`config.mk`:
```
export PLATFORM = sky130hd
export DESIGN_NAME = mse_settings
export DESIGN_NICKNAME = d
export VERILOG_FILES = /design/src/rtl/mse_pkg.sv /design/src/rtl/mse_settings.sv
export SDC_FILE = /design/constraint.sdc
export NUM_CORES = 1
export LEC_CHECK = 0
export BUFFER_PORTS_ARGS = -buffer_cell sky130_fd_sc_hd__buf_2
export CAP_MARGIN = 15
export CELL_PAD_IN_SITES_DETAIL_PLACEMENT = 0
export CELL_PAD_IN_SITES_GLOBAL_PLACEMENT = 2
export CORE_MARGIN = 2
export CORE_UTILIZATION = 30
export DETAILED_ROUTE_END_ITERATION = 10
export GPL_TIMING_DRIVEN = 0
export PLACE_DENSITY_LB_ADDON = 0.1
export SYNTH_ARGS = -nofsm -noshare
export SYNTH_HDL_FRONTEND = slang
export SYNTH_SLANG_ARGS = --single-unit
```
`constraint.sdc`:
```
create_clock -name REF_CLK -period 10.5 [get_ports REF_CLK]
set_input_delay 0.525 -clock REF_CLK [delete_from_list [all_inputs] [get_ports REF_CLK]]
set_output_delay 0.525 -clock REF_CLK [all_outputs]
set_load 0.02 [all_outputs]
```
`src/rtl/mse_pkg.sv`:
```
// Purpose: Shared constants and types for the modem settings and escape control block.
// Assumes: One 40 MHz clock; all event inputs come from logic on that clock.
// Notes:   Setting select codes, reset values, ranges and guard timing live here.
package mse_pkg;

  // Setting select codes on the settings command port.
  localparam logic [4:0] SEL_AUTO_ANSWER = 5'h00;
  localparam logic [4:0] SEL_RING_COUNT  = 5'h01;
  localparam logic [4:0] SEL_ESC_CHAR    = 5'h02;
  localparam logic [4:0] SEL_BLIND_PAUSE = 5'h06;
  localparam logic [4:0] SEL_TIMEOUT     = 5'h07;
  localparam logic [4:0] SEL_COMMA_PAUSE = 5'h08;
  localparam logic [4:0] SEL_DISC_DELAY  = 5'h0a;
  localparam logic [4:0] SEL_GUARD_TIME  = 5'h0c;
  localparam logic [4:0] SEL_COMP_DIR    = 5'h10;
  localparam logic [4:0] SEL_COMP_NEG    = 5'h11;
  localparam logic [4:0] SEL_DICT_SIZE   = 5'h12;
  localparam logic [4:0] SEL_MAX_STRLEN  = 5'h13;
  localparam logic [4:0] SEL_COMP_REPORT = 5'h14;
  localparam logic [4:0] SEL_ADDR_TYPE   = 5'h15;
  localparam logic [4:0] SEL_CALL_MODE   = 5'h16;
  localparam logic [4:0] SEL_SPK_LOUD    = 5'h18;
  localparam logic [4:0] SEL_SPK_MODE    = 5'h19;
  localparam logic [4:0] SEL_SIG_STD     = 5'h1a;

  // Reset values.
  localparam logic [7:0]  RST_AUTO_ANSWER = 8'h00;
  localparam logic [7:0]  RST_TIMEOUT     = 8'h3c;
  localparam logic [7:0]  RST_COMMA_PAUSE = 8'h02;
  localparam logic [7:0]  RST_DISC_DELAY  = 8'h64;
  localparam logic [6:0]  RST_ESC_CHAR    = 7'h2b;
  localparam logic [7:0]  RST_GUARD_TIME  = 8'h32;
  localparam logic [1:0]  RST_COMP_DIR    = 2'h0;
  localparam logic [11:0] RST_DICT_SIZE   = 12'h800;
  localparam logic [5:0]  RST_MAX_STRLEN  = 6'h14;
  localparam logic [7:0]  RST_ADDR_TYPE   = 8'h81;

  // Fixed answers and special values.
  localparam logic [11:0] BLIND_PAUSE_READ = 12'h002;
  localparam logic [7:0]  ADDR_TYPE_INTL   = 8'h91;
  localparam logic [7:0]  DISC_NEVER       = 8'hff;

  // Accepted argument ranges, all at the width of the command data.
  localparam logic [11:0] MAX_BYTE     = 12'h0ff;
  localparam logic [11:0] MAX_ESC_CHAR = 12'h07f;
  localparam logic [11:0] MIN_ADDR     = 12'h080;
  localparam logic [11:0] MAX_COMP_DIR = 12'h003;
  localparam logic [11:0] MAX_BIT      = 12'h001;
  localparam logic [11:0] MIN_DICT     = 12'h200;
  localparam logic [11:0] MAX_DICT     = 12'h800;
  localparam logic [11:0] MIN_STRLEN   = 12'h006;
  localparam logic [11:0] MAX_STRLEN   = 12'h020;
  localparam logic [11:0] MAX_SPK_LOUD = 12'h003;
  localparam logic [11:0] MAX_SPK_MODE = 12'h002;

  // Guard time unit of one fiftieth of a second.
  localparam int CLK_HZ            = 40_000_000;
  localparam int GUARD_UNIT_MS     = 20;
  localparam int GUARD_TICK_CYCLES = CLK_HZ / 1000 * GUARD_UNIT_MS;

  typedef enum logic [1:0] {
    ESC_WAIT = 2'b00,
    ESC_GOT1 = 2'b01,
    ESC_GOT2 = 2'b11,
    ESC_GOT3 = 2'b10
  } mse_esc_e;

  typedef struct packed {
    logic [7:0]  auto_answer;
    logic [7:0]  timeout_sec;
    logic        timeout_unlimited;
    logic [7:0]  comma_pause_sec;
    logic [7:0]  disc_delay;
    logic        auto_disc_en;
    logic [1:0]  comp_dir;
    logic        comp_disc_on_fail;
    logic [11:0] dict_size;
    logic [5:0]  max_strlen;
    logic        comp_report_en;
    logic        call_mode;
    logic [6:0]  escape_char;
    logic [7:0]  guard_time;
  } mse_cfg_s;

endpackage : mse_pkg

```
`src/rtl/mse_settings.sv`:
```
// Purpose: Numeric settings, compression parameters, ring counting and in-band escape detection.
// Assumes: Command decoding upstream presents one setting access per REQ_VALID pulse.
// Notes:   Answers come one cycle after the request; rejected writes leave the setting unchanged.
`timescale 1ns/1ps
`default_nettype none

// Summary of operation
// - Auto-answer after that many rings, default 0.
// - Zero auto-answer count never answers.
// - Blind pause writes ignored, reads give 002.
// - Connect timeout seconds, default 60, 0 unlimited.
// - Comma pause seconds, default 2.
// - Disconnect delay tenths, default 100, 0/255 off.
// - Compression direction 0..3, default 0.
// - Disconnect on failed compression flag, default 0.
// - Dictionary size 512..2048, default 2048.
// - String length 6..32, default 20.
// - Compression report switch, default off.
// - Read-only ring counter since call setup.
// - Escape character 0..127, default plus sign.
// - Guard time fiftieths, default 50.
// - Three escape characters enter command state.
// - Escape needs idle guard before and after.
// - Guard zero disables escape detection.
// - Packet-session escape acts as terminal-ready loss.
// - Address type 128..255, default 129.
// - International prefix dials address type 145.
// - Call mode cleared by calls and resets.
// - Speaker and signalling commands accepted, ignored.
module mse_settings
  import mse_pkg::*;
#(
  parameter int GUARD_TICK = GUARD_TICK_CYCLES
)(
  // Clock and reset
  input  wire logic        REF_CLK,
  input  wire logic        ARST_N,
  // Settings command port
  input  wire logic        REQ_VALID,
  input  wire logic        REQ_WRITE,
  input  wire logic [4:0]  REQ_SEL,
  input  wire logic [11:0] REQ_DATA,
  output logic             RSP_VALID,
  output logic             RSP_OK,
  output logic [11:0]      RSP_DATA,
  output logic [15:0]      RSP_DEC,
  // Call events
  input  wire logic        RING_IND,
  input  wire logic        CALL_SETUP,
  input  wire logic        ALT_CALL_DONE,
  input  wire logic        ANSWER_FAILED,
  input  wire logic        USER_RESET,
  input  wire logic        FACTORY_RESET,
  output logic             AUTO_ANSWER,
  output logic [7:0]       RING_COUNT,
  // Dialling
  input  wire logic        DIAL_INTL,
  output logic [7:0]       DIAL_ADDR_TYPE,
  // Data stream
  input  wire logic        ONLINE_DATA,
  input  wire logic        PACKET_SESSION,
  input  wire logic        RX_VALID,
  input  wire logic [7:0]  RX_CHAR,
  output logic             TX_VALID,
  output logic [7:0]       TX_CHAR,
  output logic             ESC_TO_COMMAND,
  output logic             PACKET_TERM,
  // Settings in force
  output mse_cfg_s         CFG
);

  function automatic logic write_ok(input logic [4:0] sel, input logic [11:0] d);
    logic ok;
    ok = 1'b0;
    unique case (sel)
      SEL_AUTO_ANSWER, SEL_BLIND_PAUSE, SEL_TIMEOUT, SEL_COMMA_PAUSE,
      SEL_DISC_DELAY, SEL_GUARD_TIME: ok = (d <= MAX_BYTE);
      SEL_ESC_CHAR:    ok = (d <= MAX_ESC_CHAR);
      SEL_COMP_DIR:    ok = (d <= MAX_COMP_DIR);
      SEL_COMP_NEG, SEL_COMP_REPORT, SEL_CALL_MODE, SEL_SIG_STD: ok = (d <= MAX_BIT);
      SEL_DICT_SIZE:   ok = (d >= MIN_DICT) && (d <= MAX_DICT);
      SEL_MAX_STRLEN:  ok = (d >= MIN_STRLEN) && (d <= MAX_STRLEN);
      SEL_ADDR_TYPE:   ok = (d >= MIN_ADDR) && (d <= MAX_BYTE);
      SEL_SPK_LOUD:    ok = (d <= MAX_SPK_LOUD);
      SEL_SPK_MODE:    ok = (d <= MAX_SPK_MODE);
      default:         ok = 1'b0;
    endcase
    return ok;
  endfunction : write_ok

  // Binary to four decimal digits by shift-and-add-three.
  function automatic logic [15:0] to_dec(input logic [11:0] v);
    logic [27:0] s;
    s = {16'h0000, v};
    for (int i = 0; i < 12; i++)
    begin
      for (int j = 0; j < 4; j++)
      begin
        if (s[12+4*j +: 4] > 4'h4)
          s[12+4*j +: 4] = s[12+4*j +: 4] + 4'h3;
      end
      s = {s[26:0], 1'b0};
    end
    return s[27:12];
  endfunction : to_dec

  logic [7:0]  aa_reg,     aa_next;
  logic [7:0]  tmo_reg,    tmo_next;
  logic [7:0]  comma_reg,  comma_next;
  logic [7:0]  disc_reg,   disc_next;
  logic [6:0]  esc_reg,    esc_next;
  logic [7:0]  guard_reg,  guard_next;
  logic [1:0]  dir_reg,    dir_next;
  logic        neg_reg,    neg_next;
  logic [11:0] dict_reg,   dict_next;
  logic [5:0]  slen_reg,   slen_next;
  logic        rep_reg,    rep_next;
  logic [7:0]  addr_reg,   addr_next;
  logic        mode_reg,   mode_next;
  logic [7:0]  ring_reg,   ring_next;
  logic        ans_reg;
  logic        rsp_v_reg,  rsp_ok_reg;
  logic [11:0] rsp_d_reg;
  logic [15:0] rsp_dec_reg;
  logic [7:0]  dial_reg;
  logic        txv_reg;
  logic [7:0]  txc_reg;
  logic        esc_cmd_reg, pkt_term_reg;
  logic [19:0] tick_reg,   tick_next;
  logic [7:0]  idle_reg,   idle_next;
  mse_esc_e    st_reg,     st_next;
  logic [11:0] rd_val;
  logic        rd_ok;

  wire soft_rst  = USER_RESET | FACTORY_RESET;
  wire wr_ok     = REQ_VALID & REQ_WRITE & write_ok(REQ_SEL, REQ_DATA);
  wire wr_byte   = wr_ok & ~soft_rst;
  wire mode_clr  = soft_rst | ALT_CALL_DONE | ANSWER_FAILED;

  // A rejected value never reaches a setting, so each next value is a plain select.
  assign aa_next    = soft_rst ? RST_AUTO_ANSWER : (wr_byte && REQ_SEL == SEL_AUTO_ANSWER) ? REQ_DATA[7:0] : aa_reg;
  assign tmo_next   = soft_rst ? RST_TIMEOUT : (wr_byte && REQ_SEL == SEL_TIMEOUT) ? REQ_DATA[7:0] : tmo_reg;
  assign comma_next = soft_rst ? RST_COMMA_PAUSE : (wr_byte && REQ_SEL == SEL_COMMA_PAUSE) ? REQ_DATA[7:0] : comma_reg;
  assign disc_next  = soft_rst ? RST_DISC_DELAY : (wr_byte && REQ_SEL == SEL_DISC_DELAY) ? REQ_DATA[7:0] : disc_reg;
  assign esc_next   = soft_rst ? RST_ESC_CHAR : (wr_byte && REQ_SEL == SEL_ESC_CHAR) ? REQ_DATA[6:0] : esc_reg;
  assign guard_next = soft_rst ? RST_GUARD_TIME : (wr_byte && REQ_SEL == SEL_GUARD_TIME) ? REQ_DATA[7:0] : guard_reg;
  assign dir_next   = soft_rst ? RST_COMP_DIR : (wr_byte && REQ_SEL == SEL_COMP_DIR) ? REQ_DATA[1:0] : dir_reg;
  assign neg_next   = soft_rst ? 1'b0 : (wr_byte && REQ_SEL == SEL_COMP_NEG) ? REQ_DATA[0] : neg_reg;
  assign dict_next  = soft_rst ? RST_DICT_SIZE : (wr_byte && REQ_SEL == SEL_DICT_SIZE) ? REQ_DATA : dict_reg;
  assign slen_next  = soft_rst ? RST_MAX_STRLEN : (wr_byte && REQ_SEL == SEL_MAX_STRLEN) ? REQ_DATA[5:0] : slen_reg;
  assign rep_next   = soft_rst ? 1'b0 : (wr_byte && REQ_SEL == SEL_COMP_REPORT) ? REQ_DATA[0] : rep_reg;
  assign addr_next  = soft_rst ? RST_ADDR_TYPE : (wr_byte && REQ_SEL == SEL_ADDR_TYPE) ? REQ_DATA[7:0] : addr_reg;
  // Clearing wins over a host write so an alternating call is never left armed by accident.
  assign mode_next  = mode_clr ? 1'b0 : (wr_byte && REQ_SEL == SEL_CALL_MODE) ? REQ_DATA[0] : mode_reg;

  // A new call setup restarts the count; a ring in the same cycle is counted, not lost.
  wire [7:0] ring_base = CALL_SETUP ? 8'h00 : ring_reg;
  wire       ring_inc  = RING_IND & (ring_base != 8'hff);
  assign ring_next = ring_inc ? ring_base + 8'h01 : ring_base;
  wire answer_now = ring_inc && (aa_reg != 8'h00) && (ring_next == aa_reg);

  // Read selection; the three unused command groups answer success and store nothing.
  always_comb
  begin
    rd_val = 12'h000;
    rd_ok  = 1'b1;
    unique case (REQ_SEL)
      SEL_AUTO_ANSWER: rd_val = {4'h0, aa_reg};
      SEL_RING_COUNT:  rd_val = {4'h0, ring_reg};
      SEL_ESC_CHAR:    rd_val = {5'h00, esc_reg};
      SEL_BLIND_PAUSE: rd_val = BLIND_PAUSE_READ;
      SEL_TIMEOUT:     rd_val = {4'h0, tmo_reg};
      SEL_COMMA_PAUSE: rd_val = {4'h0, comma_reg};
      SEL_DISC_DELAY:  rd_val = {4'h0, disc_reg};
      SEL_GUARD_TIME:  rd_val = {4'h0, guard_reg};
      SEL_COMP_DIR:    rd_val = {10'h000, dir_reg};
      SEL_COMP_NEG:    rd_val = {11'h000, neg_reg};
      SEL_DICT_SIZE:   rd_val = dict_reg;
      SEL_MAX_STRLEN:  rd_val = {6'h00, slen_reg};
      SEL_COMP_REPORT: rd_val = {11'h000, rep_reg};
      SEL_ADDR_TYPE:   rd_val = {4'h0, addr_reg};
      SEL_CALL_MODE:   rd_val = {11'h000, mode_reg};
      SEL_SPK_LOUD, SEL_SPK_MODE, SEL_SIG_STD: rd_val = 12'h000;
      default:         rd_ok  = 1'b0;
    endcase
  end

  wire rsp_ok_now = REQ_WRITE ? write_ok(REQ_SEL, REQ_DATA) : rd_ok;

  // Escape detection: the guard is counted in whole fiftieths since the last character.
  wire tick      = (tick_reg == 20'(GUARD_TICK - 1));
  assign tick_next = (RX_VALID || tick) ? 20'h00000 : tick_reg + 20'h00001;
  assign idle_next = RX_VALID ? 8'h00 : (tick && idle_reg != 8'hff) ? idle_reg + 8'h01 : idle_reg;
  wire guard_met = (idle_reg >= guard_reg);
  wire esc_en    = ONLINE_DATA && (guard_reg != 8'h00);
  wire is_esc    = (RX_CHAR == {1'b0, esc_reg});
  wire esc_hit   = esc_en && (st_reg == ESC_GOT3) && !RX_VALID && guard_met;

  always_comb
  begin
    st_next = st_reg;
    if (!esc_en)
      st_next = ESC_WAIT;
    else
      unique case (st_reg)
        ESC_WAIT: if (RX_VALID && is_esc && guard_met) st_next = ESC_GOT1;
        ESC_GOT1: if (RX_VALID) st_next = is_esc ? ESC_GOT2 : ESC_WAIT;
        ESC_GOT2: if (RX_VALID) st_next = is_esc ? ESC_GOT3 : ESC_WAIT;
        ESC_GOT3: if (RX_VALID || guard_met) st_next = ESC_WAIT;
      endcase
  end

  always_ff @(posedge REF_CLK or negedge ARST_N)
  begin
    if (!ARST_N)
    begin
      aa_reg    <= RST_AUTO_ANSWER;
      tmo_reg   <= RST_TIMEOUT;
      comma_reg <= RST_COMMA_PAUSE;
      disc_reg  <= RST_DISC_DELAY;
      esc_reg   <= RST_ESC_CHAR;
      guard_reg <= RST_GUARD_TIME;
      dir_reg   <= RST_COMP_DIR;
      neg_reg   <= 1'b0;
      dict_reg  <= RST_DICT_SIZE;
      slen_reg  <= RST_MAX_STRLEN;
      rep_reg   <= 1'b0;
      addr_reg  <= RST_ADDR_TYPE;
      mode_reg  <= 1'b0;
      ring_reg  <= 8'h00;
    end
    else
    begin
      aa_reg    <= aa_next;
      tmo_reg   <= tmo_next;
      comma_reg <= comma_next;
      disc_reg  <= disc_next;
      esc_reg   <= esc_next;
      guard_reg <= guard_next;
      dir_reg   <= dir_next;
      neg_reg   <= neg_next;
      dict_reg  <= dict_next;
      slen_reg  <= slen_next;
      rep_reg   <= rep_next;
      addr_reg  <= addr_next;
      mode_reg  <= mode_next;
      ring_reg  <= ring_next;
    end
  end

  always_ff @(posedge REF_CLK or negedge ARST_N)
  begin
    if (!ARST_N)
    begin
      rsp_v_reg   <= 1'b0;
      rsp_ok_reg  <= 1'b0;
      rsp_d_reg   <= 12'h000;
      rsp_dec_reg <= 16'h0000;
      ans_reg     <= 1'b0;
      dial_reg    <= RST_ADDR_TYPE;
    end
    else
    begin
      rsp_v_reg   <= REQ_VALID;
      rsp_ok_reg  <= REQ_VALID & rsp_ok_now;
      rsp_d_reg   <= rd_val;
      rsp_dec_reg <= to_dec(rd_val);
      ans_reg     <= answer_now;
      dial_reg    <= DIAL_INTL ? ADDR_TYPE_INTL : addr_reg;
    end
  end

  always_ff @(posedge REF_CLK or negedge ARST_N)
  begin
    if (!ARST_N)
    begin
      tick_reg     <= 20'h00000;
      idle_reg     <= 8'h00;
      st_reg       <= ESC_WAIT;
      txv_reg      <= 1'b0;
      txc_reg      <= 8'h00;
      esc_cmd_reg  <= 1'b0;
      pkt_term_reg <= 1'b0;
    end
    else
    begin
      tick_reg     <= tick_next;
      idle_reg     <= idle_next;
      st_reg       <= st_next;
      txv_reg      <= RX_VALID & ONLINE_DATA;
      txc_reg      <= RX_CHAR;
      esc_cmd_reg  <= esc_hit & ~PACKET_SESSION;
      pkt_term_reg <= esc_hit & PACKET_SESSION;
    end
  end

  assign RSP_VALID      = rsp_v_reg;
  assign RSP_OK         = rsp_ok_reg;
  assign RSP_DATA       = rsp_d_reg;
  assign RSP_DEC        = rsp_dec_reg;
  assign AUTO_ANSWER    = ans_reg;
  assign RING_COUNT     = ring_reg;
  assign DIAL_ADDR_TYPE = dial_reg;
  assign TX_VALID       = txv_reg;
  assign TX_CHAR        = txc_reg;
  assign ESC_TO_COMMAND = esc_cmd_reg;
  assign PACKET_TERM    = pkt_term_reg;

  // The disabling values are decoded here so downstream timers never need to know them.
  assign CFG = '{auto_answer: aa_reg, timeout_sec: tmo_reg,
                 timeout_unlimited: (tmo_reg == 8'h00),
                 comma_pause_sec: comma_reg, disc_delay: disc_reg,
                 auto_disc_en: (disc_reg != 8'h00) && (disc_reg != DISC_NEVER),
                 comp_dir: dir_reg, comp_disc_on_fail: neg_reg, dict_size: dict_reg,
                 max_strlen: slen_reg, comp_report_en: rep_reg, call_mode: mode_reg,
                 escape_char: esc_reg, guard_time: guard_reg};
endmodule : mse_settings

`default_nettype wire

```
==> run_results.csv <==
group,metric,value,unit
status,status,"finished clean",
synth,ys_warn_count,0,
floorplanning,core_area,34600,um^2
synth,async_flop_share,100,%
cts,clk_latency,0.45,ns
critical_path,worst_path_most_repeated_cell,"ha_2",
sta,fin_setup_tns,0,ns
floorplanning,die_area,36800,um^2
synth,yosysMostFrequentCell,"dfrtp_1",
cts,clk_pin_slew,0.07,ns
synth,syn_nets,1241,
pwr,switching_share,29.2,%
sta,maxSlewViolCount,0,
finish,area_delta_synth_final,20.4,%
placement,dp_cells,1785,
floorplanning,num_rows,68,
finish,seq_area,4130,um^2
global_routing,grt-ovfl-total,0,
synth,synth-edff-count,0,
cts,h-tree-depth,4,
critical_path,critPathLaunch,"REQ_SEL[1]",
sta,fmax,101,MHz
pwr,internal-power,0.00112,W
drt,detail_route.iter0.violations,748,
synth,synth-seq-area-share,39.1,%
sta,worst_pin_slew,1.14,ns
pwr,power_frac_seq,41.6,%
cts,cts_tree,"yes",
placement,globalplace.congestion,0.842,
finish,multi_input_area,6080,um^2
drt,wl_per_cell,20.4,um
global_routing,grt_max_degree,103,
pwr,p_per_area,125,nW/um^2
cts,cts_root_buffer,"clkbuf_16",
drt,drt-total-wl,37.1,mm
critical_path,reg2reg_from,"dict_reg[9]",
synth,synth_top_area_share,33.6,%
synth,syn_area_per_cell,9.06,um^2
critical_path,cp-end-kind,"flop",
pwr,leakage,6.07,nW
critical_path,crit_fanout,10,
finish,nets,1424,
synth,synth_common_cells,"dfrtp_1, nor2_1, nand2_1",
critical_path,cp.arrival,10.30,ns
critical_path,reg2regPathDepth,44,
sta,min_period,9.93,ns
critical_path,criticalPathCategory,"in2reg",
synth,synth.largest_area_cell,"dfrtp_1",
floorplanning,die_x,192,um
sta,hold_viol,0,
cts,numCtsBuffers,17,
drt,antenna_left,0,
floorplanning,initial_core_util,30.5,%
sta,layout_worst_path_cycle_share,94.6,%
drt,drc,0,
drt,vias,9444,
global_routing,grt_pass1_wl,56.6,mm
drt,viasPerCell,5.19,
global_routing,grtUsageTotal,20.6,%
synth,ys_ff_latch,164,
placement,hpwl,27.7,mm
synth,yosys-top-cells-area,"dfrtp_1, mux2i_1, dfstp_2",
synth,synth_cells,1167,
sta,setup_viol,0,
synth,synth_area,10600,um^2
critical_path,crit_path_start_kind,"input pin",
critical_path,critPathRequiredTime,10.87,ns
critical_path,slowest_stage,"or4_4",
pwr,ir_drop,0.000109,V
synth,ys_types,110,
placement,io_buffers,162,
cts,cts_sinks,164,
job,cap_viol_max_count,0,
pwr,p_comb_share,15.8,%
sta,rsz0062_at_grt,"false",
global_routing,grt_pass1_vias,9063,
finish,largest_reg_flops,20,
finish,final_util,36.8,%
critical_path,slowest_delay,0.59,ns
finish,num_antenna_cells,0,
global_routing,antenna_found_initial,2,
sta,final.setup_skew,0.00965,ns
hold_path,hold_class,"in2async",
finish,n_fill_cell,3643,
finish,instances_no_fill,1818,
synth,ys.flop_type,"dfrtp_1",
floorplanning,num_io_pins,169,
floorplanning,die_height,192,um
sta,slew_headroom,23.6,%
cts,clk_path_buf_depth,2,
pwr,switching_power,0.000463,W
finish,drive_above_1_share,23.9,%
pwr,clkPwrFrac,42.6,%
drt,drtPass1Iterations,5,
## cell families (layout without fill, tap and decap cells)
family / after synthesis / after routing / synth area share, %
AOI/OAI and AO/OA: 229 / 229 / 15.9
xor gates and xnor gates: 59 / 59 / 5.03
adders and majority gates: 36 / 36 / 4.24
buffers and inverters: 103 / 299 / 4.22
DFF: 164 / 164 / 39.1
muxes: 79 / 79 / 7.69
other: 1 / 1 / 0.0355
and+or+nand+nor: 496 / 496 / 23.8
## critical path: cells and delay by family
family	cells	cell delay, ns
compound gates	9	1.81
xor+xnor	4	0.66
fa+ha+maj	10	2.10
buf+inv	10	1.29
simple gates	13	3.89
## placed cells by master, fill, tap and decap left out, types with 17 or more instances in the layout
cell / netlist / final
buf_2: 12 / 173
dfrtp_1: 142 / 142
nor2_1: 141 / 141
nand2_1: 112 / 112
mux2i_1: 70 / 70
a21oi_1: 59 / 59
nand3_1: 49 / 49
inv_1: 37 / 37
o21ai_0: 37 / 35
nor3_1: 34 / 32
clkbuf_1: 36 / 31
xor2_1: 31 / 31
ha_1: 35 / 28
xnor2_1: 26 / 25
dfstp_2: 22 / 22
nor2b_1: 20 / 20
a22oi_1: 20 / 20
and3_1: 20 / 19
nor4_1: 21 / 19
clkbuf_16: 0 / 17
## power by group through the flow
stage / sequential, W / combinational [W] / clock [W]
floorplan: 0.000697 / 0.000133 / 0
finish: 0.000660 / 0.000251 / 0.000675
detailed placement: 0.000672 / 0.000247 / 0
CTS: 0.000660 / 0.000250 / 0.000697
global placement: 0.000671 / 0.000246 / 0
global route: 0.000661 / 0.000278 / 0.000721
## worst paths after layout
| path | end | slack [ns] |
|---|---|---|
| worst max register to register | RSP_DEC[12] | 0.67 |
| worst max-delay path | RSP_DEC[12] | 0.57 |
| max in group asynchronous | tick_reg[10] | 9.50 |
| min in group REF_CLK | TX_CHAR[7] | 0.20 |
| worst min-delay path | DIAL_ADDR_TYPE[2] | 0.03 |
| worst min register to register | tick_reg[0] | 0.50 |
## through the flow
stage	power (W)	hold slack, ns	setup slack (ns)	instance area (um^2)
6_report	0.00159	0.0291	0.571	12700
3_5_place_dp	0.000919	0.490	-1.76	12000
4_1_cts	0.00161	0.0330	0.0223	12700
2_1_floorplan	0.000830	0.229	0.00108	10600
5_1_grt	0.00166	0.0561	0.0291	12700
3_3_place_gp	0.000918	0.484	-1.75	12000
## timing repair
item | in CTS | in global routing
resized for setup | 17 | 14
pin swaps | 3 | 5
setup buffers | 1 | 2
hold buffers | 0 | 0
endpoints found under the setup margin | 12 | 4
## final cells by class
class | instances | area share [%]
clock buffer | 18 | 3.45
multi-input combinational | 900 | 47.8
clock inverter | 14 | 1.39
timing repair buffer | 166 | 6.84
buffer | 61 | 2.38
sequential | 164 | 32.5
inverter | 40 | 1.20
tap | 455 | 4.47
## metal layers
| layer | vias up | global-route usage, % | wire length [um] |
|---|---|---|---|
| li1 | 4543 | - | - |
| met1 | 4658 | 29.6 | 18100 |
| met2 | 212 | 31.8 | 16800 |
| met3 | 27 | 3.93 | 1710 |
| met4 | 4 | 4.53 | 388 |
| met5 | - | 0 | 24 |
No activity file was read; power rests on OpenSTA's default activity.
